$ cat src/pkg/pia_pkg.sv
// Purpose: shared constants for the indirect extended-register access and phy control block
// Assumes: 200 MHz clock, AXI4-Lite with 32-bit data, registers in the low 16 bits of a word
// Notes:   printed offsets are word indices; the byte address is four times the index
package pia_pkg;

    ////////////////////////////////////////////////////////////////////////////////
    // timing
    localparam int unsigned CLK_FREQ_KHZ        = 200_000;
    localparam int unsigned NLP_INTERVAL_MS     = 1400;
    localparam int unsigned NLP_INTERVAL_CYCLES = NLP_INTERVAL_MS * CLK_FREQ_KHZ;
    localparam logic [1:0]  STRAP_SETTLE_CYCLES = 2'h3;

    ////////////////////////////////////////////////////////////////////////////////
    // register indices and byte addresses
    localparam logic [5:0] IDX_ACCESS_CTRL = 6'h0d;
    localparam logic [5:0] IDX_WINDOW      = 6'h0e;
    localparam logic [5:0] IDX_MISC_CTRL   = 6'h10;
    localparam logic [7:0] ADDR_ACCESS_CTRL = {IDX_ACCESS_CTRL, 2'b00};
    localparam logic [7:0] ADDR_WINDOW      = {IDX_WINDOW, 2'b00};
    localparam logic [7:0] ADDR_MISC_CTRL   = {IDX_MISC_CTRL, 2'b00};

    ////////////////////////////////////////////////////////////////////////////////
    // ext_access_control fields
    localparam int unsigned FUNC_LO = 14;
    localparam int unsigned DEV_LO  = 0;
    localparam logic [15:0] ACCESS_CTRL_RESET = 16'h0000;
    localparam logic [15:0] ACCESS_CTRL_WMASK = 16'hc01f;
    localparam logic [1:0]  FUNC_ADDRESS      = 2'h0;
    localparam logic [1:0]  FUNC_DATA_HOLD    = 2'h1;
    localparam logic [1:0]  FUNC_DATA_INC_RW  = 2'h2;
    localparam logic [1:0]  FUNC_DATA_INC_WR  = 2'h3;
    localparam logic [15:0] WINDOW_RESET      = 16'h0000;

    ////////////////////////////////////////////////////////////////////////////////
    // phy_misc_control fields
    localparam int unsigned FIFO_LO       = 14;
    localparam int unsigned FORCE_LINK    = 10;
    localparam int unsigned PD_LO         = 8;
    localparam int unsigned AUTO_MDIX     = 6;
    localparam int unsigned MANUAL_MDIX   = 5;
    localparam int unsigned PLL_OFF       = 4;
    localparam int unsigned JABBER_OFF    = 0;
    localparam logic [15:0] MISC_CTRL_RESET = 16'h4000;
    localparam logic [15:0] MISC_CTRL_WMASK = 16'hc7f1;
    localparam logic [1:0]  PD_NORMAL        = 2'h0;
    localparam logic [1:0]  PD_GENERAL       = 2'h1;
    localparam logic [1:0]  PD_ACTIVE_SLEEP  = 2'h2;
    localparam logic [1:0]  PD_PASSIVE_SLEEP = 2'h3;

    ////////////////////////////////////////////////////////////////////////////////
    // bus answers
    localparam logic [1:0] RESP_OKAY   = 2'h0;
    localparam logic [1:0] RESP_SLVERR = 2'h2;

endpackage : pia_pkg

$ cat src/hdl/pia_phy_indirect_access.sv
// Operation
// - function 00: window reaches the extended address register
// - nonzero function: window reaches the extended data register
// - function 01: data access, extended address stays unchanged
// - function 10: address advances after every window data read or write
// - function 11: address advances after window data writes only
// - bits 13:5 of access control ignore writes and read zero
// - fifo depth field: 4, 5, 6 or 8 nibbles, resets to 01
// - force-link bit forces link control enable for the selected speed
// - power-down 01: all but management off; pll off too when disabled
// - active sleep: passive sleep plus wake pulse about every 1.4 s
// - passive sleep: management and energy detect only; wake on partner
// - auto-crossover bit enables crossover; reset value from the strap
// - manual crossover bit: zero straight, one crossed
// - pll-disable bit turns the pll off in power-down 01 while basic power-down is set
// - jabber-disable bit suppresses the jabber function
//
// Purpose: indirect extended-register access and phy control behind AXI4-Lite
// Assumes: one write and one read outstanding at most; strap and energy pins are asynchronous
// Notes:   extended data words are flip-flops indexed by the low address bits
//
// The AXI4-Lite interface to the registers is this design's own decision.
`timescale 1ns/100ps
`default_nettype none

module pia_phy_indirect_access #(
    parameter int unsigned EXT_DEPTH_LOG2 = 5,
    parameter int unsigned NLP_PERIOD     = pia_pkg::NLP_INTERVAL_CYCLES
) (
    input  wire logic        clk,
    input  wire logic        reset_n,
    input  wire logic [7:0]  s_axi_awaddr,
    input  wire logic        s_axi_awvalid,
    output logic             s_axi_awready,
    input  wire logic [31:0] s_axi_wdata,
    input  wire logic [3:0]  s_axi_wstrb,
    input  wire logic        s_axi_wvalid,
    output logic             s_axi_wready,
    output logic [1:0]       s_axi_bresp,
    output logic             s_axi_bvalid,
    input  wire logic        s_axi_bready,
    input  wire logic [7:0]  s_axi_araddr,
    input  wire logic        s_axi_arvalid,
    output logic             s_axi_arready,
    output logic [31:0]      s_axi_rdata,
    output logic [1:0]       s_axi_rresp,
    output logic             s_axi_rvalid,
    input  wire logic        s_axi_rready,
    input  wire logic        strap_auto_mdix,
    input  wire logic        energy_detect,
    input  wire logic        basic_speed_100,
    input  wire logic        basic_power_down,
    output logic [4:0]       target_device_select,
    output logic [3:0]       tx_fifo_depth_nibbles,
    output logic             link_control_force_enable_10,
    output logic             link_control_force_enable_100,
    output logic             core_power_down,
    output logic             energy_detect_enable,
    output logic             pll_enable,
    output logic             ref_clock_select,
    output logic             nlp_wake_pulse,
    output logic             auto_mdix_enable,
    output logic             manual_mdix,
    output logic             jabber_enable
);

    localparam int unsigned EXT_DEPTH = 1 << EXT_DEPTH_LOG2;

    ////////////////////////////////////////////////////////////////////////////////
    // helpers

    function automatic logic [15:0] merge_bytes(input logic [15:0] old_value,
                                                input logic [31:0] wdata,
                                                input logic [3:0]  wstrb,
                                                input logic [15:0] wmask);
        logic [15:0] merged;
        merged = old_value;
        if (wstrb[0]) begin
            merged[7:0] = wdata[7:0];
        end
        if (wstrb[1]) begin
            merged[15:8] = wdata[15:8];
        end
        return (merged & wmask) | (old_value & ~wmask);
    endfunction : merge_bytes

    function automatic logic [3:0] fifo_nibbles(input logic [1:0] code);
        case (code)
            2'h0:    return 4'h4;
            2'h1:    return 4'h5;
            2'h2:    return 4'h6;
            default: return 4'h8;
        endcase
    endfunction : fifo_nibbles

    ////////////////////////////////////////////////////////////////////////////////
    // pin synchronisers: a change counts once the second and third stages agree

    logic [2:0] strap_sync;
    logic [2:0] energy_sync;
    logic       strap_level;
    logic       energy_level;
    logic       next_strap_level;
    logic       next_energy_level;

    always_comb begin
        next_strap_level  = strap_level;
        next_energy_level = energy_level;
        if (strap_sync[1] == strap_sync[2]) begin
            next_strap_level = strap_sync[2];
        end
        if (energy_sync[1] == energy_sync[2]) begin
            next_energy_level = energy_sync[2];
        end
    end

    always_ff @(posedge clk or negedge reset_n) begin
        if (!reset_n) begin
            strap_sync   <= 3'h0;
            energy_sync  <= 3'h0;
            strap_level  <= 1'b0;
            energy_level <= 1'b0;
        end else begin
            strap_sync   <= {strap_sync[1:0], strap_auto_mdix};
            energy_sync  <= {energy_sync[1:0], energy_detect};
            strap_level  <= next_strap_level;
            energy_level <= next_energy_level;
        end
    end

    ////////////////////////////////////////////////////////////////////////////////
    // register state and bus slave

    logic [15:0] access_ctrl;
    logic [15:0] ext_addr;
    logic [15:0] ext_mem [EXT_DEPTH];
    logic [15:0] misc_ctrl;
    logic [1:0]  strap_count;
    logic        strap_done;
    logic        aw_held;
    logic        w_held;
    logic [7:0]  aw_addr;
    logic [31:0] w_data;
    logic [3:0]  w_strb;
    logic        bvalid;
    logic [1:0]  bresp;
    logic        rvalid;
    logic [1:0]  rresp;
    logic [31:0] rdata;
    logic [31:0] nlp_count;

    logic [15:0] next_access_ctrl;
    logic [15:0] next_ext_addr;
    logic [15:0] next_ext_mem [EXT_DEPTH];
    logic [15:0] next_misc_ctrl;
    logic [1:0]  next_strap_count;
    logic        next_strap_done;
    logic        next_aw_held;
    logic        next_w_held;
    logic [7:0]  next_aw_addr;
    logic [31:0] next_w_data;
    logic [3:0]  next_w_strb;
    logic        next_bvalid;
    logic [1:0]  next_bresp;
    logic        next_rvalid;
    logic [1:0]  next_rresp;
    logic [31:0] next_rdata;
    logic [31:0] next_nlp_count;
    logic        next_nlp_pulse;

    logic [1:0]  func;
    logic [1:0]  pd_mode;
    logic        do_write;
    logic        do_read;
    logic        in_sleep;
    logic [15:0] read_word;
    logic [15:0] step;
    logic [EXT_DEPTH_LOG2-1:0] ext_index;

    assign func      = access_ctrl[pia_pkg::FUNC_LO +: 2];
    assign pd_mode   = misc_ctrl[pia_pkg::PD_LO +: 2];
    assign ext_index = ext_addr[EXT_DEPTH_LOG2-1:0];
    assign in_sleep  = (pd_mode == pia_pkg::PD_ACTIVE_SLEEP) || (pd_mode == pia_pkg::PD_PASSIVE_SLEEP);

    assign s_axi_awready = !aw_held;
    assign s_axi_wready  = !w_held;
    assign s_axi_arready = !rvalid;
    assign do_write      = aw_held && w_held && !bvalid;
    assign do_read       = s_axi_arvalid && !rvalid;

    always_comb begin
        next_access_ctrl = access_ctrl;
        next_ext_addr    = ext_addr;
        next_ext_mem     = ext_mem;
        next_misc_ctrl   = misc_ctrl;
        next_strap_count = strap_count;
        next_strap_done  = strap_done;
        next_aw_held     = aw_held;
        next_w_held      = w_held;
        next_aw_addr     = aw_addr;
        next_w_data      = w_data;
        next_w_strb      = w_strb;
        next_bvalid      = bvalid;
        next_bresp       = bresp;
        next_rvalid      = rvalid;
        next_rresp       = rresp;
        next_rdata       = rdata;
        read_word        = 16'h0000;
        step             = 16'h0000;

        // strap is caught only once the synchroniser has settled after release
        // strap reset value
        if (!strap_done) begin
            if (strap_count == pia_pkg::STRAP_SETTLE_CYCLES) begin
                next_misc_ctrl[pia_pkg::AUTO_MDIX] = next_strap_level;
                next_strap_done = 1'b1;
            end else begin
                next_strap_count = strap_count + 2'h1;
            end
        end

        if (in_sleep && energy_level) begin
            next_misc_ctrl[pia_pkg::PD_LO +: 2] = pia_pkg::PD_NORMAL;
        end

        if (s_axi_awvalid && !aw_held) begin
            next_aw_held = 1'b1;
            next_aw_addr = s_axi_awaddr;
        end
        if (s_axi_wvalid && !w_held) begin
            next_w_held = 1'b1;
            next_w_data = s_axi_wdata;
            next_w_strb = s_axi_wstrb;
        end
        if (bvalid && s_axi_bready) begin
            next_bvalid = 1'b0;
        end
        if (rvalid && s_axi_rready) begin
            next_rvalid = 1'b0;
        end

        // reads are handled first so a same-cycle window write adds its step to the read's step
        if (do_read) begin
            next_rvalid = 1'b1;
            next_rresp  = pia_pkg::RESP_OKAY;
            case (s_axi_araddr)
                pia_pkg::ADDR_ACCESS_CTRL: read_word = access_ctrl & pia_pkg::ACCESS_CTRL_WMASK;
                pia_pkg::ADDR_WINDOW: begin
                    if (func == pia_pkg::FUNC_ADDRESS) begin
                        read_word = ext_addr;
                    end else begin
                        read_word = ext_mem[ext_index];
                    end
                    if (func == pia_pkg::FUNC_DATA_INC_RW) begin
                        step = 16'h0001;
                    end
                end
                pia_pkg::ADDR_MISC_CTRL: read_word = misc_ctrl & pia_pkg::MISC_CTRL_WMASK;
                default: next_rresp = pia_pkg::RESP_SLVERR;
            endcase
            next_rdata = {16'h0000, read_word};
        end

        if (do_write) begin
            next_aw_held = 1'b0;
            next_w_held  = 1'b0;
            next_bvalid  = 1'b1;
            next_bresp   = pia_pkg::RESP_OKAY;
            case (aw_addr)
                pia_pkg::ADDR_ACCESS_CTRL: begin
                    next_access_ctrl = merge_bytes(access_ctrl, w_data, w_strb,
                                                   pia_pkg::ACCESS_CTRL_WMASK);
                end
                pia_pkg::ADDR_WINDOW: begin
                    if (func == pia_pkg::FUNC_ADDRESS) begin
                        next_ext_addr = merge_bytes(ext_addr, w_data, w_strb, 16'hffff);
                        step = 16'h0000;
                    end else begin
                        next_ext_mem[ext_index] = merge_bytes(ext_mem[ext_index], w_data,
                                                              w_strb, 16'hffff);
                        if (func != pia_pkg::FUNC_DATA_HOLD) begin
                            step = step + 16'h0001;
                        end
                    end
                end
                pia_pkg::ADDR_MISC_CTRL: begin
                    next_misc_ctrl = merge_bytes(misc_ctrl, w_data, w_strb,
                                                 pia_pkg::MISC_CTRL_WMASK);
                end
                default: next_bresp = pia_pkg::RESP_SLVERR;
            endcase
        end

        next_ext_addr = next_ext_addr + step;
    end

    always_ff @(posedge clk or negedge reset_n) begin
        if (!reset_n) begin
            access_ctrl <= pia_pkg::ACCESS_CTRL_RESET;
            ext_addr    <= pia_pkg::WINDOW_RESET;
            ext_mem     <= '{default: 16'h0000};
            misc_ctrl   <= pia_pkg::MISC_CTRL_RESET;
            strap_count <= 2'h0;
            strap_done  <= 1'b0;
            aw_held     <= 1'b0;
            w_held      <= 1'b0;
            aw_addr     <= 8'h00;
            w_data      <= 32'h0000_0000;
            w_strb      <= 4'h0;
            bvalid      <= 1'b0;
            bresp       <= 2'h0;
            rvalid      <= 1'b0;
            rresp       <= 2'h0;
            rdata       <= 32'h0000_0000;
        end else begin
            access_ctrl <= next_access_ctrl;
            ext_addr    <= next_ext_addr;
            ext_mem     <= next_ext_mem;
            misc_ctrl   <= next_misc_ctrl;
            strap_count <= next_strap_count;
            strap_done  <= next_strap_done;
            aw_held     <= next_aw_held;
            w_held      <= next_w_held;
            aw_addr     <= next_aw_addr;
            w_data      <= next_w_data;
            w_strb      <= next_w_strb;
            bvalid      <= next_bvalid;
            bresp       <= next_bresp;
            rvalid      <= next_rvalid;
            rresp       <= next_rresp;
            rdata       <= next_rdata;
        end
    end

    assign s_axi_bvalid = bvalid;
    assign s_axi_bresp  = bresp;
    assign s_axi_rvalid = rvalid;
    assign s_axi_rresp  = rresp;
    assign s_axi_rdata  = rdata;

    ////////////////////////////////////////////////////////////////////////////////
    // active-sleep wake pulse timer

    logic nlp_pulse;

    always_comb begin
        next_nlp_count = 32'h0000_0000;
        next_nlp_pulse = 1'b0;
        if (pd_mode == pia_pkg::PD_ACTIVE_SLEEP && basic_power_down) begin
            if (nlp_count == NLP_PERIOD - 1) begin
                next_nlp_pulse = 1'b1;
            end else begin
                next_nlp_count = nlp_count + 32'h0000_0001;
            end
        end
    end

    always_ff @(posedge clk or negedge reset_n) begin
        if (!reset_n) begin
            nlp_count <= 32'h0000_0000;
            nlp_pulse <= 1'b0;
        end else begin
            nlp_count <= next_nlp_count;
            nlp_pulse <= next_nlp_pulse;
        end
    end

    ////////////////////////////////////////////////////////////////////////////////
    // control outputs, decoded straight from register bits

    assign target_device_select = access_ctrl[pia_pkg::DEV_LO +: 5];
    assign tx_fifo_depth_nibbles = fifo_nibbles(misc_ctrl[pia_pkg::FIFO_LO +: 2]);
    assign link_control_force_enable_10  = misc_ctrl[pia_pkg::FORCE_LINK] && !basic_speed_100;
    assign link_control_force_enable_100 = misc_ctrl[pia_pkg::FORCE_LINK] && basic_speed_100;
    // modes need basic control bit 11 as well
    assign core_power_down      = (pd_mode != pia_pkg::PD_NORMAL) && basic_power_down;
    assign energy_detect_enable = !core_power_down || in_sleep;
    // pll stops in general power-down / pll disable
    assign pll_enable       = !(misc_ctrl[pia_pkg::PLL_OFF] &&
                                (pd_mode == pia_pkg::PD_GENERAL) && basic_power_down);
    assign ref_clock_select = !pll_enable;
    assign nlp_wake_pulse   = nlp_pulse;
    assign auto_mdix_enable = misc_ctrl[pia_pkg::AUTO_MDIX];
    assign manual_mdix      = misc_ctrl[pia_pkg::MANUAL_MDIX];
    assign jabber_enable    = !misc_ctrl[pia_pkg::JABBER_OFF];

endmodule : pia_phy_indirect_access

`default_nettype wire

$ cat config.mk
export PLATFORM = sky130hd
export DESIGN_NAME = pia_phy_indirect_access
export DESIGN_NICKNAME = d
export VERILOG_FILES = /design/src/pkg/pia_pkg.sv /design/src/hdl/pia_phy_indirect_access.sv
export SDC_FILE = /design/constraint.sdc
export NUM_CORES = 1
export LEC_CHECK = 0
export BUFFER_PORTS_ARGS = -buffer_cell sky130_fd_sc_hd__buf_2
export CORE_ASPECT_RATIO = 0.8
export CORE_MARGIN = 1.5
export CORE_UTILIZATION = 30
export DETAILED_ROUTE_END_ITERATION = 10
export PLACE_DENSITY = 0.45
export SETUP_SLACK_MARGIN = 0.02
export SLEW_MARGIN = 20
export SYNTH_ARGS = -nofsm -noshare
export SYNTH_HDL_FRONTEND = slang
export SYNTH_SLANG_ARGS = --single-unit
export TNS_END_PERCENT = 20
$ cat constraint.sdc
create_clock -name clk -period 8.37 [get_ports clk]
set_clock_uncertainty 0.1 [all_clocks]
set_input_delay 0.4185 -clock clk [delete_from_list [all_inputs] [get_ports clk]]
set_output_delay 0.4185 -clock clk [all_outputs]
set_load 0.03 [all_outputs]
==> results of run 1 <==
worst max path at each step:
stage,endpoint,slack (ps),cells after the start
3_5_place_dp,ext_mem[58],4120,6
4_1_cts,ext_mem[156],4130,7
5_1_grt,ext_mem[333],3940,7
3_3_place_gp,ext_mem[274],4050,6
6_report,ext_mem[128],4130,7
2_1_floorplan,ext_addr[10],5270,15
cell usage after synthesis (4+ instances only):
| cell type | n | area share, % |
|---|---|---|
| buf_1 | 13 | 0.17 |
| buf_2 | 25 | 0.44 |
| nor3_1 | 17 | 0.30 |
| mux2i_1 | 23 | 0.81 |
| nor2_1 | 73 | 0.96 |
| nand2_1 | 618 | 8.2 |
| o21ai_0 | 401 | 7.1 |
| clkbuf_2 | 37 | 0.65 |
| mux4_2 | 128 | 10 |
| nand3_1 | 38 | 0.67 |
| a21oi_1 | 10 | 0.18 |
| nand2_4 | 8 | 0.32 |
| nor3b_1 | 6 | 0.16 |
| nand4_1 | 29 | 0.64 |
| mux2_2 | 43 | 1.7 |
| nand3b_1 | 4 | 0.11 |
| inv_1 | 18 | 0.24 |
| o21ai_1 | 132 | 2.3 |
| nor2b_1 | 6 | 0.13 |
| and3_1 | 17 | 0.37 |
| nor4_1 | 9 | 0.20 |
| clkbuf_1 | 100 | 1.3 |
| ha_1 | 5 | 0.22 |
| xor2_1 | 22 | 0.68 |
| xnor2_1 | 36 | 1.1 |
| buf_6 | 13 | 0.52 |
| dfrtp_1 | 636 | 56 |
| a22oi_1 | 72 | 1.9 |
| buf_4 | 29 | 0.77 |
routing by layer:
metal / wire [um] / up-vias
met2: 41600 / 616
met1: 43600 / 10784
li1: - / 9182
met3: 5690 / 132
met5: 0 / -
met4: 2140 / 0
critical path, delay by kind of cell (launching register included):
kind            cells  cell delay [ps]
buf+inv             2              910
mux                 2              860
compound gates      2              820
flops               1              770
simple gates        1              470
area by class of cell:
cell class	count	area, um2
tap	1224	1530
multi-input combinational	1763	11600
sequential	637	15900
fill	9250	60800
clock inverter	20	269
timing repair buffer	161	1170
inverter	18	67.6
clock buffer	102	2020
state kept, by name (all words and copies together), names as in the netlist, 2 cells and up:
signal and count:
access_ctrl 7, s_axi_rdata 16, w_data 16, aw_addr 8, nlp_count 32, ext_mem 512
energy_sync 3, strap_count 2, w_strb 2, misc_ctrl 10, ext_addr 16, strap_sync 3
per-stage QoR:
stage / setup slack (ps) / hold slack (ps)
after global placement: 4050 / 233
after CTS: 4130 / 142
after global routing: 3940 / 167
after detailed placement: 4120 / 236
final: 4130 / 168
after floorplan: 5270 / 22.9
cell families (layout without fill, tap and decap cells):
logic type                 Yosys count  after routing  synth area share (%)
DFF                                637            637                  56.1
other                                1             18                0.0132
AOI/OAI and AO/OA                  629            629                  11.9
xor gates and xnor gates            58             58                  1.79
and+or+nand+nor                    855            855                  13.0
muxes                              195            195                  12.7
adders and majority gates            8              8                 0.361
buffers and inverters              235            301                  4.10
where the power goes:
group / leakage [nW] / total, mW / switching, mW / internal (mW)
clock network: 1.11 / 3.12 / 1.29 / 1.83
logic: 3.99 / 1.41 / 1.00 / 0.406
registers: 8.77 / 3.39 / 0.211 / 3.18
==> reports/metrics.cfg, run 1 <==
[critical_path]
arrival_ps=4610
startpoint=ext_addr[0]
start_kind=flop
rrSetupSlack_ps=4130
crit_path_end_kind=flop
cp.required_ps=8750
cp_slowest_cell=dfrtp_4
reg2reg_from=ext_addr[0]
critPathMaxFanout=57
crit_chain=buf_12, mux4_2, a22oi_1, nand4_1, mux2i_4, buf_4, o21ai_0
r2r_end=ext_mem[128]
reg2regPathDepth=7
crit_type=flop to flop
slowest_delay_ps=770

[worst_hold_path]
hold_depth=3
hold_start=s_axi_araddr[3]
holdPathEnd=s_axi_rresp[1]
holdCritPathClass=input port to flop

[floorplan]
ios=123
core-area_um2=93500
die_height_um=278
start_util_pct=30.4
fp-row-count=100
die_area_um2=96600
die_w_um=347

[power_and_ir_drop]
powerDensity_nw_per_um2=243
ir_drop_mv=0.117
leakage_nw=13.9
finalPower_mw=7.92

[synthesis]
yosysUniqueCellTypes=61
synth_flop_cell=dfrtp_1
yosysSeqAreaShare_pct=56.1
synthCells=2618
async_reset_ff_share_pct=100
yosys_warnings=0
synth-edff-count=0
ys_ff_latch=637
syn_area_per_cell_um2=10.9
syn_area_um2=28400

[cells_and_area]
layout-drive-gt1-share_pct=16.7
final_cell_area_um2=32600
diodes=0
final_common_cell=dfrtp_1
finalNetCount=2718
final_cell_mix=dfrtp_1 (634), nand2_1 (618), o21ai_0 (401)
utilization_pct=34.9
fin_cells=3925
areaGrowthSynthToFinish_pct=14.8

[drt]
ant_nets=0
drt_iter0_markers=1719
drc=0
wire_per_inst_um=23.7
drt_pre_antenna_iters=7
vias_per_cell=5.28
vias=20714
wl_mm=93.0

[grt]
use_met3_pct=3.59
grt.overflow.total=0
grt-busiest-layer=met2
grt_usage_pct=19.3
antenna_found_initial=3
grt_max_degree=174
grt_use_met1_pct=28.6
grt_use_met2_pct=29.0
grt_pass1_wl_mm=140
grt_pass1_vias=20839

[clock_tree]
clk_pin_slew_ps=60
h-tree-depth=3
cts_sinks=637
cts_tree=done
cts_max_path_buffers=3
cts.repair.resized=0
cts_buffers=68
clk_latency_ps=630
postCtsSetupBuffers=0
cts_root_buffer=clkbuf_16
holdBufCountCts=33

[place]
placed_cells=3768
dpl-instance-area_um2=30000
hpwlAfterDp_mm=58.1
io_buffer_count=86
gp_congestion=0.839

[timing]
finalMaxSlewViolations=0
setup_viol=0
max_slew_margin_pct=20.6
min_period_ps=4240
finalSetupTns_ps=0
clock.fmax_ghz=0.236
grt_setup_unrepaired=no
fin_crit_sh_pct=50.6
finalHoldViolCount=0
worst_pin_slew_ps=1190

[outcome]
status=finished clean

[run]
cap_violations=0

(Power assumes the default switching activity.)
==> inputs of run 2 (changes only) <==
- clock period: 8.37 -> 4.2 ns (I/O delays scaled with it)
==> run 2 against run 1 <==
Compared with the run above: clock-buffer cell count up 2; sequential cell count unchanged; cell count increased by 2.1%; worst hold slack worse by 130 ps; non-clock buffer count grew 75; critical path type unchanged; critical endpoint is now ext_mem[447]; largest cell class unchanged; largest power group unchanged.
==> reports/metrics.cfg, run 2 (same netlist as run 1, synthesis figures left out) <==
[critical_path]
r2r_end=ext_mem[447]
crit_path_end_kind=flop
start_kind=flop
arrival_ps=3970  ; -640 ps
reg2regPathDepth=7  ; unchanged
rrSetupSlack_ps=590  ; -3540 ps
reg2reg_from=ext_addr[0]
critPathMaxFanout=32  ; -44%
cp.required_ps=4570  ; -4180 ps
crit_type=flop to flop

[cells_and_area]
layout-drive-gt1-share_pct=18.9  ; +2.1 points
fin_cells=4007  ; +2.1%
areaGrowthSynthToFinish_pct=17.8
finalNetCount=2794  ; +2.8%
regMostFlops=ext_mem
top_regs=ext_mem (512), nlp_count (32)
final_common_cell=dfrtp_1
final_cell_area_um2=33500  ; +2.6%
fillCellCount=9212  ; -0.41%
final_cell_mix=dfrtp_1 (634), nand2_1 (618), o21ai_0 (401)
largest_reg_flops=512  ; unchanged

[worst_hold_path]
holdPathEnd=s_axi_rresp[1]
hold_depth=3  ; unchanged
holdCritPathClass=input port to flop
hold_start=s_axi_araddr[2]

[timing]
finalHoldViolCount=0  ; unchanged
grt_setup_unrepaired=no
min_period_ps=3610  ; -627 ps
finalMaxSlewViolations=0  ; unchanged
worst_slack_ps=592  ; -3540 ps
clock.fmax_ghz=0.277  ; +17%
finalSetupTns_ps=0  ; unchanged
worst_pin_slew_ps=1140  ; -48.5 ps
setup_viol=0  ; unchanged
fin_crit_sh_pct=85.9  ; +35 points
max_slew_margin_pct=24.1  ; +3.5 points

[clock_tree]
cts_root_buffer=clkbuf_16
clk_latency_ps=630  ; about the same
cts_tree=done
h-tree-depth=3  ; unchanged
cts_sinks=637  ; unchanged
postCtsSetupBuffers=0  ; unchanged
cts_buffers=69  ; +1.5%
cts_max_path_buffers=3  ; unchanged
clk_pin_slew_ps=60  ; about the same

[outcome]
status=finished clean

[drt]
wl_mm=94.8  ; +2.0%
vias_per_cell=5.27  ; -0.18%
drt_pre_antenna_iters=5  ; -2
drt_iter0_markers=1643  ; -4.4%
vias=21109  ; +1.9%
wire_per_inst_um=23.7  ; -0.11%
ant_nets=0  ; unchanged
drc=0  ; unchanged

[power_and_ir_drop]
powerDensity_nw_per_um2=481  ; +98%
leakage_nw=14.3  ; +3.4%
ir_drop_mv=0.255  ; +120%

[floorplan]
die_w_um=347  ; unchanged
core-area_um2=93500  ; unchanged
fp-row-count=100  ; unchanged
die_height_um=278  ; unchanged
ios=123  ; unchanged
die_area_um2=96600  ; unchanged
start_util_pct=30.4  ; unchanged

[grt]
antenna_found_initial=2  ; -1
grt_usage_pct=19.7  ; +0.41 points
grt.overflow.total=0  ; unchanged
grt_max_degree=103  ; -41%
grt_pass1_vias=21484  ; +3.1%
grt_pass1_wl_mm=143  ; +2.1%

[place]
hpwlAfterDp_mm=61.5  ; +5.8%
dpl-instance-area_um2=30800  ; +2.7%
gp_congestion=0.849  ; +1.2%
io_buffer_count=86  ; unchanged
dp_slack_ps=591  ; -3530 ps
placed_cells=3843  ; +2.0%

[run]
cap_violations=0  ; unchanged

## run 2: cell count changes in the layout (fill, tap and decap cells not counted), sizes merged
cell / change
buf: +73
clkbuf: +2
clkinv: +7
clkinvlp: -3
diode: +2
dlygate4sd3: +2
inv: -1
## run 2: worst max-delay path by stage
| stage | from | end | cells after the start |
|---|---|---|---|
| after global routing | ext_addr[0] | ext_mem[447] | 7 |
| after floorplan | s_axi_rvalid | ext_addr[10] | 14 |
| after global placement | s_axi_araddr[7] | ext_addr[14] | 16 |
| final | ext_addr[0] | ext_mem[447] | 7 |
| after CTS | ext_addr[0] | ext_mem[313] | 7 |
| after detailed placement | ext_addr[0] | ext_mem[313] | 7 |
## run 2: what timing repair did
action | 4_1_cts | 5_1_grt
endpoints found under the setup margin | 0 | 0
resized for setup | 0 | 0
hold buffers | 35 | 0
endpoints found under the hold margin | 115 | 0
## run 2: metrics by stage
step | util [%] | hold WS [ps] | power (mW)
finish | 35.8 | 40.3 | 16.1
global route | 35.8 | 27.4 | 16.7
CTS | 35.8 | 6.05 | 16.3
detailed placement | 32.9 | 192 | 9.89
global placement | 32.9 | 180 | 9.85
floorplan | - | -186 | 8.23
## run 2: area by class of cell
class                           instances  area, um2  area share (%)
Timing Repair Buffer                  236       1990            5.95
Inverter                               18       67.6           0.202
Clock inverter                         23        277           0.826
Multi-Input combinational cell       1763      11600            34.6
Antenna cell                            2       5.00          0.0150
Tap cell                             1224       1530            4.57
Clock buffer                          104       2060            6.16
Sequential cell                       637      15900            47.6
## run 2: power breakdown
| group | switching [mW] | internal, mW |
|---|---|---|
| Sequential | 0.412 | 6.34 |
| Combinational | 2.04 | 1.02 |
| Clock | 2.58 | 3.72 |
| Total | 5.03 | 11.1 |
## run 2: routing by layer
layer	vias up	share of wire, %	global-route usage, %
li1	9350	-	-
met1	11041	46	27.9
met2	571	44	29.7
met3	145	6.7	4.91
met5	-	0.16	1.10
met4	2	2.7	5.88
## run 2: critical path, stage by stage, from the launching register on
cell	delay, ps
dfrtp_4	790
buf_12	300
mux4_2	570
a22oi_1	570
nand4_1	380
mux2i_4	260
buf_12	280
o21ai_1	110
